**config.mk**
```make
export PLATFORM = sky130hd
export DESIGN_NAME = isas_sequencer
export DESIGN_NICKNAME = d
export VERILOG_FILES = /design/src/verilog/isas_pkg.sv /design/src/verilog/isas_sequencer.sv
export SDC_FILE = /design/constraint.sdc
export NUM_CORES = 2
export LEC_CHECK = 0
export BUFFER_PORTS_ARGS = -buffer_cell sky130_fd_sc_hd__buf_4
export CORE_ASPECT_RATIO = 0.7
export CORE_MARGIN = 10
export CORE_UTILIZATION = 30
export DETAILED_ROUTE_END_ITERATION = 6
export GPL_TIMING_DRIVEN = 0
export SLEW_MARGIN = 20
export SYNTH_ARGS = -nofsm -noshare
export SYNTH_HDL_FRONTEND = slang
export SYNTH_SLANG_ARGS = --single-unit
```
**constraint.sdc**
```tcl
create_clock -name core_clk -period 9.9 [get_ports core_clk]
set_clock_uncertainty 0.15 [all_clocks]
set_input_delay 0 -clock core_clk [delete_from_list [all_inputs] [get_ports core_clk]]
set_output_delay 0 -clock core_clk [all_outputs]
set_load 0.01 [all_outputs]
```
**src/verilog/isas_pkg.sv**
```systemverilog
// Shared constants of the interleaved converter sequencer.
// Assumes one core clock; the analog array sits on the same clock.
package isas_pkg;
    // Array shape
    localparam int NUM_SECT = 16;
    localparam int SAR_BITS = 11;
    localparam int CODE_BITS = 10;
    localparam int STEP_W = 4;
    // Steps of a section sequence, counted from zero
    localparam logic [3:0] STEP_ZERO = 4'h0;
    localparam logic [3:0] STEP_AZ = 4'h1;
    localparam logic [3:0] STEP_AC = 4'h2;
    localparam logic [3:0] STEP_SAMP = 4'h3;
    localparam logic [3:0] STEP_SAR0 = 4'h4;
    localparam logic [3:0] STEP_SAR_LAST = 4'he;
    localparam logic [3:0] STEP_XFER = 4'hf;
    // First phase at which a transferred word holds a real sample
    localparam logic [3:0] PHASE_PRIMED = 4'hd;
    // Trim and integrator ranges
    localparam int TRIM_W = 6;
    localparam logic [5:0] TRIM_MID = 6'h20;
    localparam logic [5:0] TRIM_MAX = 6'h3f;
    localparam logic [5:0] TRIM_MIN = 6'h00;
    localparam int INTEG_W = 4;
    localparam logic [3:0] INTEG_MID = 4'h8;
    localparam logic [3:0] INTEG_MAX = 4'hf;
    localparam logic [3:0] INTEG_MIN = 4'h0;
    // Overrange: full scale plus one LSB
    localparam logic [10:0] OVR_THRESH = 11'h400;
    // Least calibration time after power-up, in clock cycles
    localparam int CAL_MIN_CYCLES = 10000;
    localparam int CAL_CNT_W = 14;
    // Register byte offsets
    localparam logic [3:0] REG_STATUS = 4'h0;
    localparam logic [3:0] REG_IRQ_STAT = 4'h4;
    localparam logic [3:0] REG_IRQ_MASK = 4'h8;
    localparam logic [3:0] REG_OVR_CNT = 4'hc;
    // Field positions
    localparam int STAT_CAL_DONE = 0;
    localparam int STAT_PHASE_LSB = 4;
    localparam int IRQ_CAL_DONE = 0;
    localparam int IRQ_OVR = 1;
    localparam int IRQ_W = 2;
    localparam int OVR_CNT_W = 16;
    // Calibration phase
    typedef enum logic [1:0] {
        CAL_WARMUP = 2'b01,
        CAL_TRACK = 2'b10
    } isas_cal_e;
endpackage

```
**src/verilog/isas_sequencer.sv**
```systemverilog
// Sequencer, calibration loops and output stage of a 16-way
// interleaved SAR converter, with an Avalon-MM register slave.
// Assumes latched comparators clocked by core_clk; only the output
// enable pin comes from outside the clock domain.
`timescale 1ns/1ns
module isas_sequencer
    import isas_pkg::*;
#(
    parameter int CAL_CYCLES = CAL_MIN_CYCLES
) (
    // Clock and reset
    input wire logic core_clk,
    input wire logic sys_rst,
    // Avalon-MM slave
    input wire logic [3:0] avs_address,
    input wire logic avs_read,
    input wire logic avs_write,
    input wire logic [31:0] avs_writedata,
    output logic [31:0] avs_readdata,
    output logic avs_waitrequest,
    output logic irq,
    // Analog array control
    input wire logic [NUM_SECT-1:0] cmp_in,
    output logic [NUM_SECT-1:0] zero_sample_en,
    output logic [NUM_SECT-1:0] autozero_en,
    output logic [NUM_SECT-1:0] autocal_en,
    output logic [NUM_SECT-1:0] input_sample_en,
    output logic [NUM_SECT*SAR_BITS-1:0] dac_code,
    output logic [NUM_SECT*TRIM_W-1:0] offset_trim,
    output logic [NUM_SECT*TRIM_W-1:0] gain_msb_trim,
    output logic [NUM_SECT*TRIM_W-1:0] gain_lsb_trim,
    // Output pins
    input wire logic out_en_n,
    output logic [CODE_BITS-1:0] sample_code,
    output logic sample_code_oe,
    output logic overrange_flag,
    output logic overrange_oe,
    output logic word_valid_strobe
);

    // Refuse a calibration count the counter cannot hold
    if (CAL_CYCLES < 1 || CAL_CYCLES >= (1 << CAL_CNT_W)) begin : g_cal_chk
        $error("CAL_CYCLES out of range");
    end

    ////////////////////////////////////////////////////////////////////
    // Phase generator
    logic [STEP_W-1:0] phase_r;
    logic [STEP_W-1:0] phase_nxt;
    logic [STEP_W-1:0] xfer_sel;
    assign phase_nxt = phase_r + 4'h1;
    // Section in its transfer step this cycle
    assign xfer_sel = phase_r + 4'h1;
    always_ff @(posedge core_clk) begin
        if (sys_rst) begin
            phase_r <= 4'h0;
        end else begin
            phase_r <= phase_nxt;
        end
    end

    ////////////////////////////////////////////////////////////////////
    // Conversion sections
    logic [SAR_BITS-1:0] sar_r [NUM_SECT];
    logic [NUM_SECT-1:0] zero_r;
    logic [NUM_SECT-1:0] az_r;
    logic [NUM_SECT-1:0] ac_r;
    logic [NUM_SECT-1:0] samp_r;
    for (genvar s = 0; s < NUM_SECT; s++) begin : g_sect
        logic [STEP_W-1:0] step;
        logic [STEP_W-1:0] step_nxt;
        logic [STEP_W-1:0] bpos;
        logic [TRIM_W-1:0] off_r;
        logic [TRIM_W-1:0] gmsb_r;
        logic [TRIM_W-1:0] glsb_r;
        logic [INTEG_W-1:0] integ_r;
        logic gsel_r;
        assign step = phase_r - STEP_W'(s);
        assign step_nxt = phase_nxt - STEP_W'(s);
        assign bpos = STEP_SAR_LAST - step;
        // step strobes aligned to the step
        always_ff @(posedge core_clk) begin
            if (sys_rst) begin
                zero_r[s] <= 1'b0;
                az_r[s] <= 1'b0;
                ac_r[s] <= 1'b0;
                samp_r[s] <= 1'b0;
            end else begin
                zero_r[s] <= (step_nxt == STEP_ZERO);
                az_r[s] <= (step_nxt == STEP_AZ);
                ac_r[s] <= (step_nxt == STEP_AC);
                samp_r[s] <= (step_nxt == STEP_SAMP);
            end
        end
        always_ff @(posedge core_clk) begin
            if (sys_rst) begin
                sar_r[s] <= '0;
            end else if (step == STEP_SAMP) begin
                sar_r[s] <= OVR_THRESH;
            end else if (step >= STEP_SAR0 && step <= STEP_SAR_LAST) begin
                // keep or drop the trial bit
                sar_r[s][bpos] <= cmp_in[s];
                if (bpos != 4'h0) begin
                    sar_r[s][bpos-4'h1] <= 1'b1;
                end
            end
        end
        // auto-zero loop, one trim step per pass
        always_ff @(posedge core_clk) begin
            if (sys_rst) begin
                off_r <= TRIM_MID;
            end else if (step == STEP_AZ) begin
                if (cmp_in[s] && off_r != TRIM_MIN) begin
                    off_r <= off_r - 6'h01;
                end else if (!cmp_in[s] && off_r != TRIM_MAX) begin
                    off_r <= off_r + 6'h01;
                end
            end
        end
        // gain error integrated before a trim step
        always_ff @(posedge core_clk) begin
            if (sys_rst) begin
                integ_r <= INTEG_MID;
                gsel_r <= 1'b0;
                gmsb_r <= TRIM_MID;
                glsb_r <= TRIM_MID;
            end else if (step == STEP_AC) begin
                if (cmp_in[s] && integ_r == INTEG_MAX) begin
                    integ_r <= INTEG_MID;
                    gsel_r <= ~gsel_r;
                    if (!gsel_r && gmsb_r != TRIM_MIN) begin
                        gmsb_r <= gmsb_r - 6'h01;
                    end
                    if (gsel_r && glsb_r != TRIM_MIN) begin
                        glsb_r <= glsb_r - 6'h01;
                    end
                end else if (!cmp_in[s] && integ_r == INTEG_MIN) begin
                    integ_r <= INTEG_MID;
                    gsel_r <= ~gsel_r;
                    if (!gsel_r && gmsb_r != TRIM_MAX) begin
                        gmsb_r <= gmsb_r + 6'h01;
                    end
                    if (gsel_r && glsb_r != TRIM_MAX) begin
                        glsb_r <= glsb_r + 6'h01;
                    end
                end else if (cmp_in[s]) begin
                    integ_r <= integ_r + 4'h1;
                end else begin
                    integ_r <= integ_r - 4'h1;
                end
            end
        end
        // Flattened views of section flops
        assign dac_code[s*SAR_BITS +: SAR_BITS] = sar_r[s];
        assign offset_trim[s*TRIM_W +: TRIM_W] = off_r;
        assign gain_msb_trim[s*TRIM_W +: TRIM_W] = gmsb_r;
        assign gain_lsb_trim[s*TRIM_W +: TRIM_W] = glsb_r;
    end
    assign zero_sample_en = zero_r;
    assign autozero_en = az_r;
    assign autocal_en = ac_r;
    assign input_sample_en = samp_r;

    ////////////////////////////////////////////////////////////////////
    // Calibration timer
    isas_cal_e cal_st_r;
    logic [CAL_CNT_W-1:0] cal_cnt_r;
    logic cal_done_evt;
    assign cal_done_evt = (cal_st_r == CAL_WARMUP) &&
        (cal_cnt_r == CAL_CNT_W'(CAL_CYCLES - 1));
    // starts at reset release, counts the least time
    always_ff @(posedge core_clk) begin
        if (sys_rst) begin
            cal_st_r <= CAL_WARMUP;
            cal_cnt_r <= '0;
        end else begin
            case (cal_st_r)
                CAL_WARMUP: begin
                    cal_cnt_r <= cal_cnt_r + 1'b1;
                    if (cal_done_evt) begin
                        cal_st_r <= CAL_TRACK;
                    end
                end
                CAL_TRACK: begin
                    cal_st_r <= CAL_TRACK;
                end
                default: begin
                    cal_st_r <= CAL_WARMUP;
                end
            endcase
        end
    end

    ////////////////////////////////////////////////////////////////////
    // Output multiplexer and pins
    logic en_n_meta_r;
    logic en_n_sync_r;
    logic primed_r;
    logic word_new;
    logic [SAR_BITS-1:0] xfer_word;
    logic xfer_ovr;
    logic [CODE_BITS-1:0] code_r;
    logic ovr_r;
    logic oe_r;
    logic dav_r;
    assign xfer_word = sar_r[xfer_sel];
    assign xfer_ovr = (xfer_word >= OVR_THRESH);
    assign word_new = primed_r || (phase_r == PHASE_PRIMED);
    // Enable pin synchroniser
    always_ff @(posedge core_clk) begin
        if (sys_rst) begin
            en_n_meta_r <= 1'b1;
            en_n_sync_r <= 1'b1;
        end else begin
            en_n_meta_r <= out_en_n;
            en_n_sync_r <= en_n_meta_r;
        end
    end
    // First real sample reaches the mux
    always_ff @(posedge core_clk) begin
        if (sys_rst) begin
            primed_r <= 1'b0;
        end else if (phase_r == PHASE_PRIMED) begin
            primed_r <= 1'b1;
        end
    end
    // transfer step lands twelve clocks after sampling
    always_ff @(posedge core_clk) begin
        if (sys_rst) begin
            code_r <= '0;
            ovr_r <= 1'b0;
            dav_r <= 1'b0;
        end else begin
            dav_r <= word_new;
            if (word_new) begin
                code_r <= xfer_ovr ? '1 : xfer_word[CODE_BITS-1:0];
                ovr_r <= xfer_ovr;
            end
        end
    end
    // drive only while enable is low
    always_ff @(posedge core_clk) begin
        if (sys_rst) begin
            oe_r <= 1'b0;
        end else begin
            oe_r <= ~en_n_sync_r;
        end
    end
    assign sample_code = code_r;
    assign overrange_flag = ovr_r;
    assign sample_code_oe = oe_r;
    assign overrange_oe = oe_r;
    assign word_valid_strobe = dav_r;

    ////////////////////////////////////////////////////////////////////
    // Register slave and interrupt
    logic wait_r;
    logic [31:0] rdata_r;
    logic [IRQ_W-1:0] irq_stat_r;
    logic [IRQ_W-1:0] irq_mask_r;
    logic [OVR_CNT_W-1:0] ovr_cnt_r;
    logic irq_r;
    logic wr_go;
    logic [IRQ_W-1:0] irq_set;
    logic [IRQ_W-1:0] irq_clr;
    assign wr_go = avs_write && !wait_r;
    assign irq_set = {word_new && xfer_ovr, cal_done_evt};
    assign irq_clr = (wr_go && avs_address == REG_IRQ_STAT) ?
        avs_writedata[IRQ_W-1:0] : '0;
    // One wait cycle, then a one-cycle answer
    always_ff @(posedge core_clk) begin
        if (sys_rst) begin
            wait_r <= 1'b1;
        end else begin
            wait_r <= !((avs_read || avs_write) && wait_r);
        end
    end
    // Read data captured with the request
    always_ff @(posedge core_clk) begin
        if (sys_rst) begin
            rdata_r <= '0;
        end else if (avs_read && wait_r) begin
            case (avs_address)
                REG_STATUS: begin
                    rdata_r <= 32'((cal_st_r == CAL_TRACK) << STAT_CAL_DONE) |
                        32'(phase_r) << STAT_PHASE_LSB;
                end
                REG_IRQ_STAT: rdata_r <= 32'(irq_stat_r);
                REG_IRQ_MASK: rdata_r <= 32'(irq_mask_r);
                REG_OVR_CNT: rdata_r <= 32'(ovr_cnt_r);
                default: rdata_r <= '0;
            endcase
        end
    end
    // Sticky status, set wins over clear
    always_ff @(posedge core_clk) begin
        if (sys_rst) begin
            irq_stat_r <= '0;
        end else begin
            irq_stat_r <= (irq_stat_r & ~irq_clr) | irq_set;
        end
    end
    // Interrupt mask
    always_ff @(posedge core_clk) begin
        if (sys_rst) begin
            irq_mask_r <= '0;
        end else if (wr_go && avs_address == REG_IRQ_MASK) begin
            irq_mask_r <= avs_writedata[IRQ_W-1:0];
        end
    end
    // Overrange word count, wraps
    always_ff @(posedge core_clk) begin
        if (sys_rst) begin
            ovr_cnt_r <= '0;
        end else if (irq_set[IRQ_OVR]) begin
            ovr_cnt_r <= ovr_cnt_r + 1'b1;
        end
    end
    // Level interrupt
    always_ff @(posedge core_clk) begin
        if (sys_rst) begin
            irq_r <= 1'b0;
        end else begin
            irq_r <= |(irq_stat_r & irq_mask_r);
        end
    end

    assign avs_waitrequest = wait_r;
    assign avs_readdata = rdata_r;
    assign irq = irq_r;

endmodule

```
==> impl_metrics.csv <==
group,metric,value,unit
sta,finalSetupTns,0,ns
worst_setup_path,required,10.16,ns
worst_setup_path,max_stage_delay,0.95,ns
sta,slew_headroom,10.6,%
global_route,grt_pass1_wl,302000,µm
yosys,ys_ff_latch,682,
global_route,grt_pass1_vias,42000,
worst_setup_path,arrival,7.64,ns
sta,period_needed,7.38,ns
sta,rsz0062_at_grt,"false",
sta,period_share,74.6,%
worst_setup_path,criticalPathCategory,"reg -> reg",
clock_tree,cts.sinks,682,
global_route,grt_max_degree,18,
job,max_cap_viol_count,0,
sta,finalMaxSlewViolations,0,
placed_design,io_buffer_count,579,
yosys,synthDistinctLibCells,116,
routing,drc,14,
worst_setup_path,cp_max_fo,12,
pwr,vdd_drop_max,0.127,mV
sta,max_freq,135,MHz
finish,layout-drive-gt1-share,17.3,%
routing,drtAntennaViolNets,0,
yosys,syn_inst,5027,
global_route,antenna_found_initial,19,
worst_setup_path,worstPathCellList,"ha_1 -> clkbuf_2 -> xor2_1 -> buf_2 -> buf_1 -> buf_1 -> buf_2 -> ha_1 -> and4b_1 -> nor4_2 -> nor3_2 -> buf_4 -> mux2i_1 -> a31oi_1 -> o21ai_0",
placed_design,globalplace.congestion,1.03,
routing,via_count,44700,
worst_setup_path,cp_num_buf_inv,6,
floorplan,die_width,482,µm
status,status,"finished, violations left",
placed_design,dp_hpwl,170000,µm
pwr,pwr_density_cell,148,nW/µm²
worst_setup_path,worstSetupStartpointType,"register",
sta,hold_viol_final,0,
pwr,p_leak,0.0227,µW
finish,layout.nets,6128,
floorplan,dieArea,166000,µm²
routing,viasPerCell,5.73,
yosys,synthTopCellsByCount,"nor2_1 (611), dfxtp_1 (506), a21oi_1 (352)",
finish,synthToLayoutAreaGrowth,22.9,%
placed_design,place_inst,7610,
worst_setup_path,r2r_setup_slack,2.52,ns
finish,utilization,37.2,%
yosys,ys_async_sr_fraction,0,%
finish,multi_input_area,27500,µm²
floorplan,io_pins,633,
floorplan,fp.coreArea,148000,µm²
worst_setup_path,crit_slowest_cell,"buf_1",
routing,wl_per_cell,27.8,µm
routing,drt_iter0_drc,5200,
clock_tree,ctsRootBufferMaster,"clkbuf_16",
finish,regArea,15400,µm²
floorplan,chipHeight,343,µm
routing,firstDrtPassIters,7,
yosys,synth_top_cell_by_area,"dfxtp_1",
clock_tree,clkTransAtPathRegs,0.07,ns
clock_tree,cts_buffer_depth,3,
yosys,synth_area,44800,µm²
clock_tree,postCtsSetupBuffers,0,
finish,stdcell_count,7805,
yosys,synth_area_per_cell,8.92,µm²
yosys,synthTopCellsByArea,"dfxtp_1 (23%), edfxtp_1 (12%), ha_1 (7.2%), nor2_1 (5.1%), xnor2_1 (5.0%)",
status,violations,"DRC",
floorplan,num_rows,118,
routing,wirelength,217000,µm
yosys,synth_edf_count,176,
worst_hold_path,min_path_type,"in -> reg",
finish,nFillCells,15100,
yosys,synth_most_common_cell,"nor2_1",
yosys,yosys.area.top_type_share,22.6,%
global_route,grt_use_total,24.8,%
clock_tree,clk_latency,0.71,ns
worst_setup_path,endpoint_kind,"register",
clock_tree,h-tree-depth,3,
worst_setup_path,critical-path-top-delay-family,"buffers and inverters",
global_route,grt_overflow,0,
sta,worstMarginPinSlew,1.34,ns
yosys,synth_ff_type,"dfxtp_1",
floorplan,start_util,30.3,%
yosys,ys_warn_count,0,
sta,report.final.setup_viol,0,
clock_tree,cts_buffers,81,
clock_tree,cts_tree,"built",
yosys,ys_seq_area_share,34.4,%
-- where the power goes --
| part | internal (µW) | switching [µW] | total, µW |
|---|---|---|---|
| clock | 1810 | 1370 | 3180 |
| combinational | 552 | 1220 | 1770 |
| sequential | 2990 | 215 | 3210 |
| total | 5350 | 2810 | 8160 |
-- path summary, 6_finish.rpt --
path                                        from       endpoint  depth (start not counted)
worst max-delay path                  phase_r[1]    sar_r[7][1]                         15
worst min-delay path            avs_writedata[0]  irq_stat_r[0]                          5
worst max register to register        phase_r[1]    sar_r[7][1]                         15
worst min register to register       en_n_sync_r   overrange_oe                          1
-- tightest hold or removal path: cells and delay by family --
kind                   cells  cell delay, ns
AOI/OAI and AO/OA          1            0.06
buffers and inverters      2            0.69
and+or+nand+nor            2            0.13
-- placed cells by master (no fill, tap or decap), types with 87 or more instances in the layout --
master,instances
ha_1,258
o21ai_0,249
buf_4,603
xnor2_1,255
a21o_1,107
clkbuf_16,87
nand2_1,343
inv_1,197
clkbuf_1,157
nand3_1,199
nor2_1,611
dfxtp_1,506
edfxtp_1,176
a21oi_1,352
mux2i_1,173
-- stage by stage --
step	worst slack (ns)	total power, µW	cell area, µm²	hold slack, ns
6_report	2.52	8160	55100	0.0791
5_1_grt	2.70	8390	55100	0.0629
4_1_cts	3.12	8130	55100	0.0309
3_5_place_dp	3.14	4930	52000	0.0400
3_3_place_gp	3.21	4900	51700	0.0374
2_1_floorplan	5.63	4090	44900	-0.0462
-- cell type report --
class / count / area share, %
buffer: 275 / 2.35
antenna: 10 / 0.0454
sequential: 682 / 28.0
inverter: 204 / 1.39
clock inverter: 37 / 0.704
tap: 1980 / 4.50
multi-input combinational: 3881 / 49.9
timing repair buffer: 624 / 8.90
clock buffer: 112 / 4.28
-- metal layers --
metal	wire (µm)	vias to the layer above	track usage [%]
met5	106	-	0
met4	9200	16	9.24
met3	31900	511	12.8
met2	89100	2615	35.7
met1	86900	21700	31.3
li1	-	19900	-
-- cell families (layout without fill, tap and decap cells) --
kind of cell / Yosys count / in the layout / synth area share (%)
AO/OA/AOI/OAI: 1281 / 1281 / 18.9
XOR/XNOR: 326 / 326 / 6.89
adder cells (fa/ha/maj): 324 / 324 / 10.1
buffers and inverters: 479 / 1252 / 4.51
flip-flops: 682 / 682 / 34.4
multiplexers: 239 / 239 / 6.67
other: 1 / 26 / 0.00836
AND/OR/NAND/NOR: 1695 / 1695 / 18.5
-- state kept, by name, indices dropped and copies added (netlist names), 64 cells and up --
| signal | cells |
|---|---|
| g_sect.glsb_r | 96 |
| g_sect.gmsb_r | 96 |
| sar_r | 176 |
| g_sect.integ_r | 64 |
| g_sect.off_r | 96 |
-- timing repair --
action	CTS	global route
hold buffers	34	1
resized for setup	0	0
endpoints found under the hold margin	155	2
No activity file was read; power rests on OpenSTA's default activity.
